## config.mk

```make
export PLATFORM = sky130hd
export DESIGN_NAME = ccs_ctrl_status
export DESIGN_NICKNAME = d
export VERILOG_FILES = /design/src/verilog/ccs_pkg.sv /design/src/verilog/ccs_ctrl_status.sv
export VERILOG_INCLUDE_DIRS = /design/src /design/src/verilog
export SDC_FILE = /design/constraint.sdc
export NUM_CORES = 1
export LEC_CHECK = 0
export ABC_AREA = 1
export BUFFER_PORTS_ARGS = -buffer_cell sky130_fd_sc_hd__clkbuf_2
export CORE_MARGIN = 3
export CORE_UTILIZATION = 40
export DETAILED_ROUTE_END_ITERATION = 6
export PLACE_DENSITY = 0.64
export SETUP_SLACK_MARGIN = 0.5
export SLEW_MARGIN = 20
export SYNTH_ARGS = -nofsm -noshare
export SYNTH_HDL_FRONTEND = slang
export SYNTH_SLANG_ARGS = --single-unit
```

## constraint.sdc

```tcl
create_clock -name I_CLK -period 1.8 [get_ports I_CLK]
set_input_delay 0.27 -clock I_CLK [delete_from_list [all_inputs] [get_ports I_CLK]]
set_output_delay 0.27 -clock I_CLK [all_outputs]
set_load 0.02 [all_outputs]
```

## src/verilog/ccs_regs.svh

```systemverilog
`ifndef CCS_REGS_SVH
`define CCS_REGS_SVH

// register indices, byte address is four times the index
`define CCS_IDX_CTRL      8'h00
`define CCS_IDX_STAT      8'h01
`define CCS_IDX_IRQ       8'h5F
`define CCS_IDX_CFG0      8'h1F
`define CCS_IDX_CFG1      8'h2F
`define CCS_IDX_CFG2      8'h3F
`define CCS_IDX_CFG3      8'h4F
`define CCS_IDX_CFG4      8'h9F
`define CCS_IDX_CFG5      8'hAF
`define CCS_CFG_NUM       6

// control register fields
`define CCS_CTRL_RST      8'h01
`define CCS_CTRL_WMASK    8'h4F
`define CCS_CTRL_INIT     0
`define CCS_CTRL_IE       1
`define CCS_CTRL_SIE      2
`define CCS_CTRL_EIE      3
`define CCS_CTRL_CCE      6

// status register fields
`define CCS_STAT_RST      8'h00
`define CCS_STAT_TX_SUCCESS_FLAG     3
`define CCS_STAT_RX_SUCCESS_FLAG     4
`define CCS_STAT_WAKE     5
`define CCS_STAT_WARN     6
`define CCS_STAT_BUS_OFF_FLAG     7

// config register reset value
`define CCS_CFG_RST       8'h00

// interrupt register codes
`define CCS_IRQ_NONE      8'h00
`define CCS_IRQ_STATUS    8'h01

// last error codes
`define CCS_LEC_NONE      3'h0
`define CCS_LEC_STUFF     3'h1
`define CCS_LEC_FORM      3'h2
`define CCS_LEC_ACK       3'h3
`define CCS_LEC_BIT1      3'h4
`define CCS_LEC_BIT0      3'h5

// error counter limits and recovery count
`define CCS_LIM_BUS_OFF_FLAG      9'h100
`define CCS_LIM_WARN      9'h060
`define CCS_RECOVER_LAST  7'h7F

`endif
```

## src/verilog/ccs_pkg.sv

```systemverilog
package ccs_pkg;

  typedef enum logic [2:0] {
    CCS_HOLD,
    CCS_SYNC,
    CCS_RUN,
    CCS_BUS_OFF_FLAG,
    CCS_RECOVER
  } ccs_state_t;

  // events and levels from the protocol engine
  typedef struct packed {
    logic       rx_ok;
    logic       tx_ok;
    logic       err_valid;
    logic [2:0] err_code;
    logic       in_arbitration;
    logic       frame_start;
    logic       frame_active;
    logic       idle11;
    logic       bus_activity;
    logic       sleep;
    logic       power_down;
    logic       tx_bit;
    logic [8:0] tec;
    logic [8:0] rec;
  } ccs_evt_t;

  // controls back to the protocol engine
  typedef struct packed {
    logic xfer_enable;
    logic err_cnt_clear;
    logic bus_off;
  } ccs_core_ctl_t;

endpackage

```

## src/verilog/ccs_ctrl_status.sv

```systemverilog
`include "ccs_regs.svh"
`timescale 1ns/100ps
`default_nettype none

module ccs_ctrl_status (
  input  wire logic                  I_CLK,
  input  wire logic                  I_ARST_N,
  input  wire logic                  I_PSEL,
  input  wire logic                  I_PENABLE,
  input  wire logic                  I_PWRITE,
  input  wire logic [11:0]           I_PADDR,
  input  wire logic [31:0]           I_PWDATA,
  input  wire logic [3:0]            I_PSTRB,
  input  wire ccs_pkg::ccs_evt_t     I_EVT,
  output logic                       O_PREADY,
  output logic [31:0]                O_PRDATA,
  output logic                       O_PSLVERR,
  output logic                       O_IRQ,
  output logic                       O_TX_OUT_A,
  output logic                       O_TX_OUT_B,
  output ccs_pkg::ccs_core_ctl_t     O_CORE_CTL
);

  ////////////////////////////////////////////////////////////////////////////
  // config slot decode

  function automatic logic [3:0] cfg_slot(input logic [7:0] idx);
    logic [3:0] s;
    s = 4'h0;
    case (idx)
      `CCS_IDX_CFG0: s = 4'h8;
      `CCS_IDX_CFG1: s = 4'h9;
      `CCS_IDX_CFG2: s = 4'hA;
      `CCS_IDX_CFG3: s = 4'hB;
      `CCS_IDX_CFG4: s = 4'hC;
      `CCS_IDX_CFG5: s = 4'hD;
      default:       s = 4'h0;
    endcase
    return s;
  endfunction

  ////////////////////////////////////////////////////////////////////////////
  // state

  logic [7:0]          ctrl_r;
  logic [7:0]          ctrl_nxt;
  logic                bus_off_flag_r;
  logic                bus_off_flag_nxt;
  logic                warn_r;
  logic                warn_nxt;
  logic                wake_r;
  logic                wake_nxt;
  logic                rx_success_flag_r;
  logic                rx_success_flag_nxt;
  logic                tx_success_flag_r;
  logic                tx_success_flag_nxt;
  logic [2:0]          lec_r;
  logic [2:0]          lec_nxt;
  logic                first_r;
  logic                first_nxt;
  logic                pend_r;
  logic                pend_nxt;
  logic                sleep_d_r;
  logic                pd_d_r;
  logic [6:0]          rcnt_r;
  logic [6:0]          rcnt_nxt;
  logic [7:0]          cfg_r [`CCS_CFG_NUM];
  ccs_pkg::ccs_state_t state_r;
  ccs_pkg::ccs_state_t state_nxt;

  logic                pready_r;
  logic [31:0]         prdata_r;
  logic                pslverr_r;
  logic                irq_r;
  logic                tx_a_r;
  logic                tx_b_r;
  ccs_pkg::ccs_core_ctl_t core_r;

  ////////////////////////////////////////////////////////////////////////////
  // apb decode

  wire       setup    = I_PSEL && !I_PENABLE;
  wire       access   = I_PSEL && I_PENABLE && pready_r;
  wire [7:0] idx      = I_PADDR[9:2];
  wire       aligned  = (I_PADDR[11:10] == 2'h0) && (I_PADDR[1:0] == 2'h0);
  wire [3:0] slot     = cfg_slot(idx);
  wire       hit_ctrl = aligned && (idx == `CCS_IDX_CTRL);
  wire       hit_stat = aligned && (idx == `CCS_IDX_STAT);
  wire       hit_irq  = aligned && (idx == `CCS_IDX_IRQ);
  wire       hit_cfg  = aligned && slot[3];
  wire       mapped   = hit_ctrl || hit_stat || hit_irq || hit_cfg;
  wire       wr_en    = access && I_PWRITE && I_PSTRB[0];
  wire       wr_ctrl  = wr_en && hit_ctrl;
  wire       wr_stat  = wr_en && hit_stat;
  wire       wr_cfg   = wr_en && hit_cfg && ctrl_r[`CCS_CTRL_CCE];
  wire       rd_stat  = access && !I_PWRITE && hit_stat;
  wire [7:0] wbyte    = I_PWDATA[7:0];

  wire [7:0] stat_rd  = {bus_off_flag_r, warn_r, wake_r, rx_success_flag_r, tx_success_flag_r, lec_r};
  wire [7:0] irq_rd   = pend_r ? `CCS_IRQ_STATUS : `CCS_IRQ_NONE;
  wire [7:0] rd_sel   = hit_ctrl ? ctrl_r :
                        hit_stat ? stat_rd :
                        hit_irq  ? irq_rd :
                        hit_cfg  ? cfg_r[slot[2:0]] : 8'h00;

  ////////////////////////////////////////////////////////////////////////////
  // protocol state

  wire over_bus_off_flag = (I_EVT.tec >= `CCS_LIM_BUS_OFF_FLAG) || (I_EVT.rec >= `CCS_LIM_BUS_OFF_FLAG);
  wire over_warn = (I_EVT.tec >= `CCS_LIM_WARN) || (I_EVT.rec >= `CCS_LIM_WARN);
  wire init_now  = ctrl_r[`CCS_CTRL_INIT];
  wire in_run    = (state_r == ccs_pkg::CCS_RUN);
  wire in_rec    = (state_r == ccs_pkg::CCS_RECOVER);
  wire bus_off_flag_enter = in_run && over_bus_off_flag;
  wire rec_idle  = in_rec && I_EVT.idle11;
  wire rec_done  = rec_idle && (rcnt_r == `CCS_RECOVER_LAST);

  always_comb begin
    state_nxt = state_r;
    rcnt_nxt  = rcnt_r;
    case (state_r)
      ccs_pkg::CCS_HOLD: begin
        if (!init_now) begin
          state_nxt = ccs_pkg::CCS_SYNC;
        end
      end
      ccs_pkg::CCS_SYNC: begin
        if (init_now) begin
          state_nxt = ccs_pkg::CCS_HOLD;
        end else if (I_EVT.idle11) begin
          state_nxt = ccs_pkg::CCS_RUN;
        end
      end
      ccs_pkg::CCS_RUN: begin
        if (over_bus_off_flag) begin
          state_nxt = ccs_pkg::CCS_BUS_OFF_FLAG;
        end else if (init_now && !I_EVT.frame_active) begin
          state_nxt = ccs_pkg::CCS_HOLD;
        end
      end
      ccs_pkg::CCS_BUS_OFF_FLAG: begin
        rcnt_nxt = 7'h00;
        if (!init_now) begin
          state_nxt = ccs_pkg::CCS_RECOVER;
        end
      end
      ccs_pkg::CCS_RECOVER: begin
        if (rec_done) begin
          state_nxt = ccs_pkg::CCS_RUN;
        end else if (I_EVT.idle11) begin
          rcnt_nxt = rcnt_r + 7'h01;
        end
      end
      default: begin
        state_nxt = ccs_pkg::CCS_HOLD;
      end
    endcase
  end

  ////////////////////////////////////////////////////////////////////////////
  // control and status next values

  always_comb begin
    ctrl_nxt = ctrl_r;
    if (wr_ctrl) begin
      ctrl_nxt = wbyte & `CCS_CTRL_WMASK;
    end
    if (bus_off_flag_enter) begin
      ctrl_nxt[`CCS_CTRL_INIT] = 1'b1;
    end
  end

  assign bus_off_flag_nxt = bus_off_flag_enter ? 1'b1 : (rec_done ? 1'b0 : bus_off_flag_r);
  assign warn_nxt = over_warn;

  ////////////////////////////////////////////////////////////////////////////
  // wake and success flags, last error code

  wire sleep_enter = I_EVT.sleep && !sleep_d_r;
  wire sleep_exit = sleep_d_r && !I_EVT.sleep;
  wire pd_exit    = pd_d_r && !I_EVT.power_down;
  wire wake_set   = (I_EVT.sleep && I_EVT.bus_activity) || sleep_exit || pd_exit;

  assign wake_nxt = wake_set ? 1'b1 : (sleep_enter ? 1'b0 : wake_r);

  assign rx_success_flag_nxt = I_EVT.rx_ok || (wr_stat ? wbyte[`CCS_STAT_RX_SUCCESS_FLAG] : rx_success_flag_r);
  assign tx_success_flag_nxt = I_EVT.tx_ok || (wr_stat ? wbyte[`CCS_STAT_TX_SUCCESS_FLAG] : tx_success_flag_r);

  wire bit_err   = (I_EVT.err_code == `CCS_LEC_BIT1) || (I_EVT.err_code == `CCS_LEC_BIT0);
  wire err_take  = I_EVT.err_valid && !first_r && !(I_EVT.in_arbitration && bit_err);
  wire frame_ok  = I_EVT.rx_ok || I_EVT.tx_ok;
  wire lec_upd   = err_take || frame_ok || rec_idle;

  always_comb begin
    lec_nxt = lec_r;
    if (wr_stat) begin
      lec_nxt = wbyte[2:0];
    end
    if (rec_idle) begin
      lec_nxt = `CCS_LEC_BIT0;
    end else if (frame_ok) begin
      lec_nxt = `CCS_LEC_NONE;
    end else if (err_take) begin
      lec_nxt = I_EVT.err_code;
    end
  end

  assign first_nxt = I_EVT.frame_start ? 1'b0 : (first_r || err_take);

  ////////////////////////////////////////////////////////////////////////////
  // interrupt pending and gating

  wire err_evt  = ctrl_r[`CCS_CTRL_EIE] &&
                  ((bus_off_flag_nxt != bus_off_flag_r) || (warn_nxt != warn_r));
  wire stat_evt = ctrl_r[`CCS_CTRL_SIE] &&
                  (wake_set || I_EVT.rx_ok || I_EVT.tx_ok || lec_upd);

  assign pend_nxt = (err_evt || stat_evt) ? 1'b1 : (rd_stat ? 1'b0 : pend_r);

  wire run_nxt  = (state_nxt == ccs_pkg::CCS_RUN);

  ////////////////////////////////////////////////////////////////////////////
  // registers

  always_ff @(posedge I_CLK or negedge I_ARST_N) begin
    if (!I_ARST_N) begin
      ctrl_r  <= `CCS_CTRL_RST;
      state_r <= ccs_pkg::CCS_HOLD;
      rcnt_r  <= 7'h00;
    end else begin
      ctrl_r  <= ctrl_nxt;
      state_r <= state_nxt;
      rcnt_r  <= rcnt_nxt;
    end
  end

  always_ff @(posedge I_CLK or negedge I_ARST_N) begin
    if (!I_ARST_N) begin
      bus_off_flag_r    <= 1'b0;
      warn_r    <= 1'b0;
      wake_r    <= 1'b0;
      rx_success_flag_r    <= 1'b0;
      tx_success_flag_r    <= 1'b0;
      lec_r     <= `CCS_LEC_NONE;
      first_r   <= 1'b0;
      pend_r    <= 1'b0;
      sleep_d_r <= 1'b0;
      pd_d_r    <= 1'b0;
    end else begin
      bus_off_flag_r    <= bus_off_flag_nxt;
      warn_r    <= warn_nxt;
      wake_r    <= wake_nxt;
      rx_success_flag_r    <= rx_success_flag_nxt;
      tx_success_flag_r    <= tx_success_flag_nxt;
      lec_r     <= lec_nxt;
      first_r   <= first_nxt;
      pend_r    <= pend_nxt;
      sleep_d_r <= I_EVT.sleep;
      pd_d_r    <= I_EVT.power_down;
    end
  end

  ////////////////////////////////////////////////////////////////////////////
  // config registers
  generate
    for (genvar g = 0; g < `CCS_CFG_NUM; g++) begin : g_cfg
      always_ff @(posedge I_CLK or negedge I_ARST_N) begin
        if (!I_ARST_N) begin
          cfg_r[g] <= `CCS_CFG_RST;
        end else if (wr_cfg && (slot[2:0] == 3'(g))) begin
          cfg_r[g] <= wbyte;
        end
      end
    end
  endgenerate

  ////////////////////////////////////////////////////////////////////////////
  // apb answer, one wait-free access phase
  always_ff @(posedge I_CLK or negedge I_ARST_N) begin
    if (!I_ARST_N) begin
      pready_r  <= 1'b0;
      prdata_r  <= 32'h0000_0000;
      pslverr_r <= 1'b0;
    end else begin
      pready_r  <= setup;
      prdata_r  <= setup ? {24'h00_0000, rd_sel} : 32'h0000_0000;
      pslverr_r <= setup && !mapped;
    end
  end

  ////////////////////////////////////////////////////////////////////////////
  // outputs
  always_ff @(posedge I_CLK or negedge I_ARST_N) begin
    if (!I_ARST_N) begin
      irq_r  <= 1'b0;
      tx_a_r <= 1'b1;
      tx_b_r <= 1'b0;
      core_r <= '0;
    end else begin
      irq_r  <= ctrl_nxt[`CCS_CTRL_IE] && pend_nxt;
      tx_a_r <= run_nxt ? I_EVT.tx_bit : 1'b1;
      tx_b_r <= run_nxt ? !I_EVT.tx_bit : 1'b0;
      core_r.xfer_enable   <= run_nxt && !ctrl_nxt[`CCS_CTRL_INIT];
      core_r.err_cnt_clear <= (state_r == ccs_pkg::CCS_BUS_OFF_FLAG) &&
                              (state_nxt == ccs_pkg::CCS_RECOVER);
      core_r.bus_off       <= bus_off_flag_nxt;
    end
  end

  ////////////////////////////////////////////////////////////////////////////
  // port drive

  assign O_PREADY   = pready_r;
  assign O_PRDATA   = prdata_r;
  assign O_PSLVERR  = pslverr_r;
  assign O_IRQ      = irq_r;
  assign O_TX_OUT_A = tx_a_r;
  assign O_TX_OUT_B = tx_b_r;
  assign O_CORE_CTL = core_r;

endmodule

`default_nettype wire

```

# --- After elaboration in Yosys (flattened, before gate mapping) ---
# Index checks and enable logic that the tools add are counted.
classes:
  n_eq_ne: 26
  n_reduce_logical: 78
  order_cmp: 5
  bitwise_logic: 1
  addsub: 1
  muxes: 38
ops:
  columns: ["op", "n"]
  rows:
  - ["8-bit two-way mux", 7]
  - ["1-bit logical AND", 39]
  - ["3-bit two-way mux", 11]
  - ["8-bit binary-select mux with 3-bit select", 1]
  - ["4-bit one-hot mux with 6 select lines", 1]
  - ["1-bit logical OR", 19]
  - ["3-bit == test, second input constant", 6]
  - ["9-bit by 7-bit >= comparator with 1-bit output, second input constant", 2]
  - ["9-bit >= comparator, second input constant", 2]
  - ["8-bit by 6-bit == test with 1-bit output, second input constant", 2]
  - ["8-bit by 7-bit == test with 1-bit output, second input constant", 2]
  - ["8-bit == test, second input constant", 2]
  - ["3-bit by 2-bit == test with 1-bit output, second input constant", 5]
  - ["3-bit one-hot mux with 5 select lines", 1]
  - ["7-bit two-way mux", 2]
  - ["7-bit one-hot mux with 2 select lines", 1]
  - ["1-bit two-way mux", 13]
  - ["1-bit zero test", 11]
  - ["8-bit by 1-bit == test with 1-bit output, second input constant", 1]
  - ["8-bit by 5-bit == test with 1-bit output, second input constant", 1]
  - ["8-bit zero test", 1]
  - ["7-bit by 1-bit adder with 7-bit output, second input constant", 1]
  - ["7-bit == test, second input constant", 1]
  - ["3-bit by 1-bit == test with 1-bit output, second input constant", 2]
  - ["other kinds (10)", 15]
totals:
  register_bits: 90
  inputBits: 85
  output_inout_bits: 40

# --- Longest topological paths before layout ---
# Gate-level depths: netlist of run 1.
logic_depth:
  word_depth: 12
  mapped_depth: 14
  mapped_depth_nobuf: 14

# --- Worst setup path before layout of run 1 ---
# Ideal clock, no wire load.
synth_path:
  path_type: "flip-flop to flip-flop"
  start: "reg state_r[0]"
  end: "reg rcnt_r[3]"
  t_required_ns: 1.705
  path_slack_ns: 0.148
  t_arrival_ns: 1.556
  synth_period_minus_slack_ns: 1.652
  path_stages_with_launch: 11
  path_cell_list: "dfrtp_1 > nor2_1 > nand2_1 > nor2_1 > nand4_1 > nand2_1 > nand2_1 > o21ai_0 > buf_2 > nand2_1 > o31ai_1"
synth_between:
  elab_chain_cells: 5
synth_lines:
  columns: ["element", "line", "text"]
  rows:
  - ["start, declared", "ccs_ctrl_status.sv:68", "ccs_pkg::ccs_state_t state_r;"]
  - ["start signal, assigned", "ccs_ctrl_status.sv:228", "state_r <= ccs_pkg::CCS_HOLD;"]
  - ["start signal, assigned", "ccs_ctrl_status.sv:232", "state_r <= state_nxt;"]
  - ["3-bit == test", "ccs_ctrl_status.sv:113, ccs_ctrl_status.sv:121", null]
  - ["1-bit logical AND", "ccs_ctrl_status.sv:115", "wire rec_idle = in_rec && I_EVT.idle11;"]
  - ["1-bit logical AND", "ccs_ctrl_status.sv:116", "wire rec_done = rec_idle && (rcnt_r == `CCS_RECOVER_LAST);"]
  - ["2-bit inequality test (no source line)", null, null]
  - ["3-bit AND reduction (no source line)", null, null]
  - ["end signal, assigned", "ccs_ctrl_status.sv:233", "rcnt_r <= rcnt_nxt;"]
  - ["end, declared", "ccs_ctrl_status.sv:65", "logic [6:0] rcnt_r;"]
# Parallel ways exist; a longest one is shown, timed or not.
# A chain may end at the register's enable or synchronous reset.

# --- Worst setup path in the final report of run 1 ---
layout_path:
  start: "reg rcnt_r[0]"
  end: "reg rcnt_r[1]"
layout_between:
  elab_chain_cells: 4
layout_lines:
  columns: ["element", "line"]
  rows:
  - ["7-bit by 1-bit adder with 7-bit output / 7-bit == test (equally long branches)", null]
  - ["7-bit two-way mux / 1-bit logical AND (equally long branches)", "ccs_ctrl_status.sv:150, ccs_ctrl_status.sv:116"]
  - ["7-bit two-way mux / 2-bit inequality test (equally long branches)", null]
  - ["7-bit one-hot mux with 2 select lines / 3-bit AND reduction (equally long branches)", null]
# Parallel ways exist; a longest one is shown, timed or not. The select of a mux whose other input is x is not followed.

==> summary.md, run 1 <==
| Metric | Value |
|---|---|
| Num Clock Sinks | `90` |
| Final antenna-violating net count | `0` |
| Initial antenna violation count | `0` |
| Post-Layout Inst Area | `a little under 7000 um2` |
| Iteration-0 DRC count of the detailed router | `approximately 290` |
| Final slew viol count | `0` |
| Outcome | `completed` |
| RSZ-0062 raised after global routing | `yes` |
| Largest net degree at the start of global routing | `between 60 and 70` |
| Residual DRC count | `0` |
| CTS tree | `built` |
| Setup CP Type | `reg -> reg` |
| Worst Hold Endpoint | `pd_d_r` |
| Die ar. | `between 10000 and 15000 um2` |
| Layout cells sized above 1 | `a little over two fifths` |
| Reg2reg end | `rcnt_r[1]` |
| Leading area contributor after synthesis | `dfrtp_1` |
| Worst-skew pair later-pin latency | `0.34 ns` |
| Synthesized cell area | `between 4000 and 5000 um2` |
| Netlist cell types | `45` |
| Setup crit end kind | `flop` |
| Synth top area cells | `dfrtp_1, nand2_1, o21ai_1, nor2_1, buf_4` |
| Area share of the largest cell type after synthesis | `between 40% and 50%` |
| Root Buffer | `clkbuf_16` |
| Leakage | `roughly 3.2 nW` |
| Drt total wl | `~14000 um` |
| Post-Place Worst Slack | `-0.0388 ns` |
| HP Start | `I_EVT[19]` |
| Worst hold path depth | `1` |
| GRT Util Overall | `21.4%` |
| Rows | `38` |
| Number of global-route vias before repair | `4332` |
| Rel. slew slack | `between 50% and 60%` |
| CP max stage cell | `dfrtp_1` |
| Post-synth ARST share | `100%` |
| Max Fclk | `slightly above 600 MHz` |
| Fin crit period | `around 1.7 ns` |
| Total grt overflow | `0` |
| Synth Instances | `567` |
| Worst Setup Start Kind | `flop` |
| Number of port buffers | `between 60 and 70` |
| Synthesized flop and latch total | `90` |
| Worst path cell trace | `ha_4 -> nand3_4 -> nor2_4 -> nand4_1 -> nand2_1 -> nand2_2 -> buf_4 -> buf_4 -> nand3_1 -> nand2_1` |
| Seq/Total Area, Yosys | `between 40% and 50%` |
| Primary FF master, synth | `dfrtp_1` |
| Reg2Reg Setup Slack | `roughly 0.15 ns` |
| DR vias | `around 4.3k` |
| Layout area overhead | `45.2%` |
| MaxCap Viol Count | `0` |
| First-pass GRT wire length | `between 20000 and 25000 um` |
| Reg2reg start | `rcnt_r[0]` |
| Pre-antenna DRT Iters | `5` |
| VDD IR max | `about 0.53 mV` |
| Worst R2R Path Depth | `10` |
| Synth warnings | `0` |
| Syn_area_per_cell | `8.21 um2` |
| Core region area | `around 11000 um2` |
| Num CTS Buffers | `9` |
| Critical Path RT | `around 2 ns` |
| Number of synthesized flops with an enable pin | `0` |
| Top Ports | `approximately 130` |
| Post-DP HPWL | `between 8000 and 9000 um` |
| Worst hold slack | `about 0.050 ns` |
| Die Height | `114 um` |
| Wire per inst | `16.3 um` |
| Cell area after placement | `~5300 um2` |
| Width of the die | `114 um` |
| Clock slew at reported path FFs | `around 0.080 ns` |
| Pwr Density | `~640 nW/um2` |
| Critical-path maximum fanout | `2` |
| Slowest Stage Delay on Critical Path | `0.41 ns` |
| Pwr Total | `between 0.004 and 0.005 W` |
| Number of diodes | `0` |
| Final worst setup slack | `about 0.15 ns` |
| Count leader, synth | `nand2_1` |
| CP arrival | `approximately 1.9 ns` |
| Crit share post-route | `91.9%` |
| Type of the most critical hold path | `in -> reg` |
| Vias/cell | `5.15` |
| Endpoints failing hold | `0` |
| Nets | `783` |
| Clock Path Buffers | `2` |
| H-tree levels | `3` |
| Starting Density | `41.9%` |
| Actual slew at the worst max-slew pin | `between 0.6 and 0.7 ns` |
| Final Setup Violations | `0` |
| Commonest cells post-synth | `nand2_1, dfrtp_1, nor2_1, inv_1, o21ai_1` |
| Global placement routability congestion | `just over 0.8` |
| Setup Skew | `between 0.01 and 0.015 ns` |
-- layout by cell type, fill, tap and decap left out, types with 14 or more instances in the layout --
cell / synthesis / final
nand2_1: 155 / 95
dfrtp_1: 88 / 86
nand2_2: 6 / 55
clkbuf_2: 0 / 54
o21ai_1: 46 / 52
buf_4: 26 / 42
inv_1: 46 / 40
nor2_1: 57 / 38
conb_1: 1 / 24
buf_6: 7 / 16
nor2_4: 2 / 15
nand3_1: 23 / 14
-- sequential cells by signal, indices dropped and copies added, names as in the netlist, 3 cells and up --
name        count
O_CORE_CTL      3
O_PRDATA        8
ctrl_r          5
state_r         3
rcnt_r          7
cfg_r          48
lec_r           3
-- how the worst max path moves through the flow --
stage	cells after the start	to	slack (ns)	start
floorplan	10	cfg_r[22]	0.19	I_PADDR[2]
global placement	11	cfg_r[34]	-0.007	I_PADDR[7]
CTS	10	O_IRQ	0.22	rcnt_r[1]
global route	10	rcnt_r[1]	0.06	rcnt_r[1]
detailed placement	11	cfg_r[34]	-0.04	I_PADDR[6]
finish	10	rcnt_r[1]	0.15	rcnt_r[0]
-- through the flow --
stage / instances / utilization, % / setup TNS, ns
4_1_cts: 832 / 57.6 / 0
3_5_place_dp: 779 / 47.4 / -0.259
6_report: 842 / 60.8 / 0
3_3_place_gp: 779 / 47.4 / -0.0389
2_1_floorplan: 590 / - / 0
5_1_grt: 842 / 60.8 / 0
-- area by class of cell --
| type | count | area (um2) |
|---|---|---|
| fill | 934 | 4370 |
| multi-input combinational | 419 | 2710 |
| sequential | 90 | 2260 |
| timing repair buffer | 129 | 1120 |
| clock buffer | 9 | 225 |
| inverter | 48 | 210 |
| tap | 140 | 175 |
| clock inverter | 7 | 67.6 |
-- metal layers --
metal  track usage [%]  share of wire, %  wire, um  up-vias
li1                  -                 -         -     2080
met1              29.4                42      5820     2078
met2              34.2                49      6740      162
met3              3.61               6.6       902       20
met4              7.76               1.9       263        0
met5                 0                 0         0        -
-- critical path: cells and delay by family (launching register included) --
kind	cells	cell delay, ns
adder cells (fa/ha/maj)	1	0.17
buffers and inverters	2	0.26
flip-flops	1	0.41
AND/OR/NAND/NOR	7	0.70
-- report_power, final --
group          total (W)  internal, W  switching [W]
combinational   0.000440     0.000163       0.000277
clock            0.00184     0.000975       0.000865
sequential       0.00208      0.00205      0.0000299
total            0.00436      0.00319        0.00117
-- cells by family after synthesis --
group,synth area share [%]
xor gates and xnor gates,0.941
adders and majority gates,0.269
other,0.0805
AOI/OAI and AO/OA,13.2
and+or+nand+nor,26.9
DFF,48.4
buffers and inverters,10.2
-- repair_timing --
item | CTS | global route
endpoints found under the setup margin | 76 | 83
resized for setup | 119 | 91
setup buffers | 26 | 10
hold buffers | 1 | 0
pin swaps | 45 | 54
hold endpoints to repair | 5 | 0
cloned | 10 | 0
No activity file was read; power rests on OpenSTA's default activity.
==> run 2, diff against run 1 <==
--- a/config.mk
+++ b/config.mk
@@ -12,7 +12,7 @@
 export CORE_UTILIZATION = 40
 export DETAILED_ROUTE_END_ITERATION = 6
 export PLACE_DENSITY = 0.64
-export SETUP_SLACK_MARGIN = 0.5
+export SETUP_SLACK_MARGIN = 0.3
 export SLEW_MARGIN = 20
 export SYNTH_ARGS = -nofsm -noshare
 export SYNTH_HDL_FRONTEND = slang
==> run 2 against run 1 <==
- cell area fell by 4.3%
- sequential cell count did not move
- largest cell class unchanged
- worst hold slack got worse by 0.0016 ns
- total power rose by 2.6%
- critical path depth did not move
==> summary.md, run 2 (synthesis results as in run 1) <==
| Metric | Value |
|---|---|
| Clk pwr share | `between 40% and 50%` |
| Pwr Density | `691 nW/um2` |
| CP arrival | `1.91 ns` |
| Crit share post-route | `91.1%` |
| H-tree levels | `3` |
| Psw | `between 0.001 and 0.0015 W` |
| Worst-skew pair later-pin latency | `0.34 ns` |
| Die Height | `~110 um` |
| Starting Density | `41.9%` |
| Max Fclk | `610 MHz` |
| Outcome | `completed` |
| Commonest non-fill, non-tap cell in the layout | `nand2_1` |
| Worst Setup Start Kind | `flop` |
| Width of the die | `about 110 um` |
| Root Buffer | `clkbuf_16` |
| Clock slew at reported path FFs | `~0.070 ns` |
| Final slew viol count | `0` |
| Max FFs per register | `48` |
| Drt total wl | `approximately 14000 um` |
| Number of global-route vias before repair | `slightly below 4k` |
| Die ar. | `about 13000 um2` |
| Leakage | `3.09 nW` |
| MaxCap Viol Count | `0` |
| Fillers | `around 930` |
| Setup crit end kind | `flop` |
| Post-DP HPWL | `8390 um` |
| Clock Path Buffers | `2` |
| Global placement routability congestion | `approximately 0.84` |
| GRT Util Overall | `between 10% and 20%` |
| Vias/cell | `between 5 and 6` |
| Switching share of power | `24.1%` |
| Nets | `~780` |
| Largest net degree at the start of global routing | `37` |
| Initial antenna violation count | `0` |
| Pre-antenna DRT Iters | `5` |
| Finished Layout Cells | `~840` |
| Num CTS Buffers | `9` |
| Combinational power share | `8.8%` |
| VDD IR max | `around 0.72 mV` |
| Fin crit period | `between 1.5 and 2 ns` |
| Endpoints failing hold | `0` |
| Critical Path RT | `about 2.1 ns` |
| Critical-path maximum fanout | `2` |
| Fin util | `58.2%` |
| Worst hold slack | `about 0.048 ns` |
| Final antenna-violating net count | `0` |
| Number of diodes | `0` |
| Rows | `38` |
| Layout area overhead | `38.9%` |
| RSZ-0062 raised after global routing | `yes` |
| Residual DRC count | `0` |
| Wire per inst | `roughly 17 um` |
| Top Ports | `125` |
| Rel. slew slack | `42.4%` |
| Iteration-0 DRC count of the detailed router | `319` |
| Type of the most critical hold path | `in -> reg` |
| Sequential Power Share | `about 47%` |
| Number of port buffers | `63` |
| Most frequent cells in the layout | `nand2_1, dfrtp_1, clkbuf_2` |
| Post-Place Worst Slack | `-0.0510 ns` |
| Setup Skew | `a little under 0.007 ns` |
| Core region area | `11100 um2` |
| Register bank with the most flops | `cfg_r` |
| Post-Place Cells | `roughly 790` |
| Num Clock Sinks | `90` |
| First-pass GRT wire length | `between 15000 and 20000 um` |
| Final Setup Violations | `0` |
| Setup CP Type | `reg -> reg` |
| Actual slew at the worst max-slew pin | `roughly 0.86 ns` |
| Final worst setup slack | `0.160 ns` |
| Pint | `~0.0034 W` |
| CTS tree | `built` |
| DR vias | `4463` |
| Layout cells sized above 1 | `between 30% and 40%` |
| Total grt overflow | `0` |
-- run 2: path summary, 6_finish.rpt --
check / slack (ns) / cells after the start / startpoint / end
worst max-delay path: 0.16 / 10 / rcnt_r[0] / O_IRQ
worst min-delay path: 0.05 / 1 / I_EVT[19] / pd_d_r
worst max register to register: 0.16 / 10 / rcnt_r[0] / O_IRQ
worst min register to register: 0.48 / 2 / cfg_r[17] / cfg_r[17]
max in group asynchronous: 0.83 / 3 / I_ARST_N / cfg_r[40]
min in group asynchronous: 0.45 / 2 / I_ARST_N / pd_d_r
-- run 2: area by class of cell --
class	count	area, um2	share of cell area, %
clock buffers	9	225	3.48
clock inverters	6	92.6	1.43
repair buffers	124	955	14.8
well taps	140	175	2.71
multi-input cells	420	2580	39.8
inverters	48	190	2.94
flip-flops and latches	90	2260	34.9
-- run 2: timing repair --
action | in CTS | in global routing
resized for setup | 24 | 113
buffers inserted | 11 | 17
gates cloned | 4 | 4
endpoints found under the hold margin | 31 | 0
hold buffers | 1 | 0
endpoints found under the setup margin | 66 | 73
pin swaps | 18 | 30
-- run 2: layer usage --
metal / global-route usage (%) / routed length, um / vias up
met2: 30.0 / 6610 / 222
met3: 4.83 / 1160 / 28
met4: 4.51 / 318 / 0
met5: 0 / 0 / -
met1: 27.6 / 5870 / 2148
li1: - / - / 2065
-- run 2: power groups by stage --
stage	logic [W]	clock network (W)	registers (W)
detailed placement	0.000340	0	0.00211
floorplan	0.000208	0	0.00211
finish	0.000392	0.00200	0.00208
global route	0.000432	0.00212	0.00208
global placement	0.000334	0	0.00211
CTS	0.000355	0.00203	0.00208
-- run 2: stage by stage --
stage | power, W | instance area, um2 | TNS, ns
global route | 0.00464 | 6470 | 0
global placement | 0.00245 | 5280 | -0.0382
CTS | 0.00446 | 5830 | 0
floorplan | 0.00232 | 4800 | 0
finish | 0.00447 | 6470 | 0
detailed placement | 0.00245 | 5280 | -0.477
-- run 2: worst max-delay path: stages, from the launching register on --
cell and delay, ns:
dfrtp_1 0.37, ha_2 0.20, nand3_2 0.09, nor2_2 0.12
nand4_1 0.16, buf_4 0.20, nand2_4 0.06, o21ai_2 0.06
nand2_2 0.09, nand2_2 0.08, a21oi_2 0.14
==> run 3, diff against run 2 <==
--- a/config.mk
+++ b/config.mk
@@ -8,12 +8,12 @@
 export LEC_CHECK = 0
 export ABC_AREA = 1
 export BUFFER_PORTS_ARGS = -buffer_cell sky130_fd_sc_hd__clkbuf_2
+export CORE_ASPECT_RATIO = 2
 export CORE_MARGIN = 3
 export CORE_UTILIZATION = 40
 export DETAILED_ROUTE_END_ITERATION = 6
 export PLACE_DENSITY = 0.64
 export SETUP_SLACK_MARGIN = 0.3
-export SLEW_MARGIN = 20
 export SYNTH_ARGS = -nofsm -noshare
 export SYNTH_HDL_FRONTEND = slang
 export SYNTH_SLANG_ARGS = --single-unit
==> run 3 against run 2 <==
- die area grew 0.60%
- global-route usage grew 2.6 points
- wire length grew 2.4%
- sequential share of layout area grew 1.3 points
- clock power is essentially flat
- first-iteration DRC count grew 23%
- non-clock buffer count shrank 8
- final cell count shrank 0.60%
- total power shrank 0.35%
- sequential power is essentially flat
- worst hold slack lost 0.0057 ns
- maximum frequency grew 1.2%
- critical endpoint is now rcnt_r[2]
==> summary.md, run 3 (synthesis results as in run 1) <==
| Metric | Value |
|---|---|
| VDD IR max | `0.602 mV` |
| Setup CP Type | `reg -> reg` |
| Rows | `55` |
| Residual DRC count | `0` |
| Register Area | `around 2300 um2` |
| Drt total wl | `14300 um` |
| Met2 GRT Util | `39.3%` |
| Worst hold slack | `roughly 0.043 ns` |
| Root Buffer | `clkbuf_16` |
| Setup crit end kind | `flop` |
| CP arrival | `between 1.5 and 2 ns` |
| Post-Place Cells | `between 700 and 800` |
| Vias/cell | `5.21` |
| Clock slew at reported path FFs | `0.07 ns` |
| Crit share post-route | `90.0%` |
| Post-Place Worst Slack | `-0.0559 ns` |
| Pwr Density | `714 nW/um2` |
| Die Height | `roughly 160 um` |
| Critical-path maximum fanout | `5` |
| Global placement routability congestion | `just under 0.9` |
| Num CTS Buffers | `9` |
| Worst R2R Path Depth | `10` |
| Wire per inst | `between 15 and 20 um` |
| Layout cells sized above 1 | `about a third` |
| Leakage | `between 3 and 4 nW` |
| Number of diodes | `0` |
| Final worst setup slack | `about 0.18 ns` |
| Fillers | `roughly 1.0k` |
| DR vias | `around 4.3k` |
| CP top delay family | `simple AND/OR/NAND/NOR gates` |
| Width of the die | `around 82 um` |
| Gr busiest metal | `met2` |
| Top Ports | `between 100 and 150` |
| Number of port buffers | `63` |
| Type of the most critical hold path | `in -> reg` |
| RSZ-0062 raised after global routing | `yes` |
| WP depth | `10` |
| MaxCap Viol Count | `0` |
| Met1 usage | `between 20 and 25%` |
| Final slew viol count | `0` |
| H-tree levels | `3` |
| Outcome | `completed` |
| Actual slew at the worst max-slew pin | `around 0.58 ns` |
| Critical Path RT | `about 2 ns` |
| First-pass GRT wire length | `about 21000 um` |
| Most numerous cell on the critical path | `nand2_2` |
| Commonest non-fill, non-tap cell in the layout | `nand2_1` |
| Initial antenna violation count | `0` |
| Most frequent cells in the layout | `nand2_1, dfrtp_1, clkbuf_2` |
| Slowest Stage Delay on Critical Path | `~0.42 ns` |
| Fin crit period | `roughly 1.6 ns` |
| Footprint of the multi-input gates | `2460 um2` |
| Rel. slew slack | `between 60% and 70%` |
| Die ar. | `approximately 13000 um2` |
| Post-DP HPWL | `9300 um` |
| Largest net degree at the start of global routing | `between 40 and 50` |
| Final antenna-violating net count | `0` |
| Layout area overhead | `33.9%` |
| Max FFs per register | `between 40 and 50` |
| CP max stage cell | `dfrtp_1` |
| Iteration-0 DRC count of the detailed router | `~390` |
| GRT Util Overall | `between 20% and 30%` |
| Finished Layout Cells | `approximately 830` |
| Worst-skew pair later-pin latency | `between 0.3 and 0.4 ns` |
| Clock Path Buffers | `2` |
| CTS tree | `built` |
| Starting Density | `about two fifths` |
| Max Fclk | `617 MHz` |
| Core region area | `around 11000 um2` |
| Endpoints failing hold | `0` |
| GR Layer Usage met3 | `roughly 3.5%` |
| Total grt overflow | `0` |
| Worst Setup Start Kind | `flop` |
| Worst hold path depth | `1` |
| Buffers and inverters on the worst path | `1` |
| Worst path cell trace | `nor2_1 -> nand2_2 -> nor2_4 -> nand4_1 -> nand2_2 -> nand2_2 -> o21ai_4 -> buf_6 -> nand2_2 -> o31ai_2` |
| Register bank with the most flops | `cfg_r` |
| Pre-antenna DRT Iters | `5` |
| Num Clock Sinks | `90` |
| Number of global-route vias before repair | `4231` |
| Post-Layout Inst Area | `roughly 6200 um2` |
| Final Setup Violations | `0` |
| Fin util | `a little over half` |
| Nets | `771` |
| Cell area after placement | `approximately 5300 um2` |
| Setup Skew | `around 0.0098 ns` |
## run 3: final cells by class
type	count	share of cell area (%)
flip-flops and latches	90	36.2
inverters	48	2.99
well taps	142	2.85
repair buffers	116	13.5
multi-input cells	420	39.5
clock buffers	10	3.83
clock inverters	6	1.12
## run 3: path summary, 6_finish.rpt
path / start / to / slack (ns)
worst max-delay path: state_r[0] / rcnt_r[2] / 0.18
worst min register to register: cfg_r[42] / cfg_r[42] / 0.48
worst max register to register: state_r[0] / rcnt_r[2] / 0.18
min in group asynchronous: I_ARST_N / cfg_r[30] / 0.36
worst min-delay path: I_EVT[19] / pd_d_r / 0.04
max in group asynchronous: I_ARST_N / cfg_r[24] / 0.80
## run 3: timing repair
| item | CTS | global route |
|---|---|---|
| resized for setup | 33 | 69 |
| pin swaps | 18 | 24 |
| endpoints found under the setup margin | 65 | 72 |
| endpoints found under the hold margin | 20 | 0 |
| buffers inserted | 14 | 7 |
| cloned | 4 | 4 |
| hold buffers | 1 | 0 |
## run 3: worst register-to-register path, delay by kind of cell (launching register included)
family	cells	cell delay, ns
buffers and inverters	1	0.15
and+or+nand+nor	7	0.79
AOI/OAI and AO/OA	2	0.15
DFF	1	0.42
## run 3: power by group
part,total [W],internal (W),switching (W)
registers,0.00208,0.00205,0.0000268
clock network,0.00198,0.00113,0.000854
logic,0.000394,0.000131,0.000264
total,0.00446,0.00331,0.00114
## run 3: metal layers
metal	vias up	share of wire, %	wire length [um]
met1	2044	34	4910
met4	0	7.0	1000
li1	2053	-	-
met2	173	54	7750
met5	-	0	0
met3	67	4.4	633
## run 3: metrics by stage
stage	power, W	TNS, ns
global route	0.00459	0
finish	0.00446	0
floorplan	0.00232	0
global placement	0.00244	-0.000840
detailed placement	0.00246	-0.547
CTS	0.00443	0
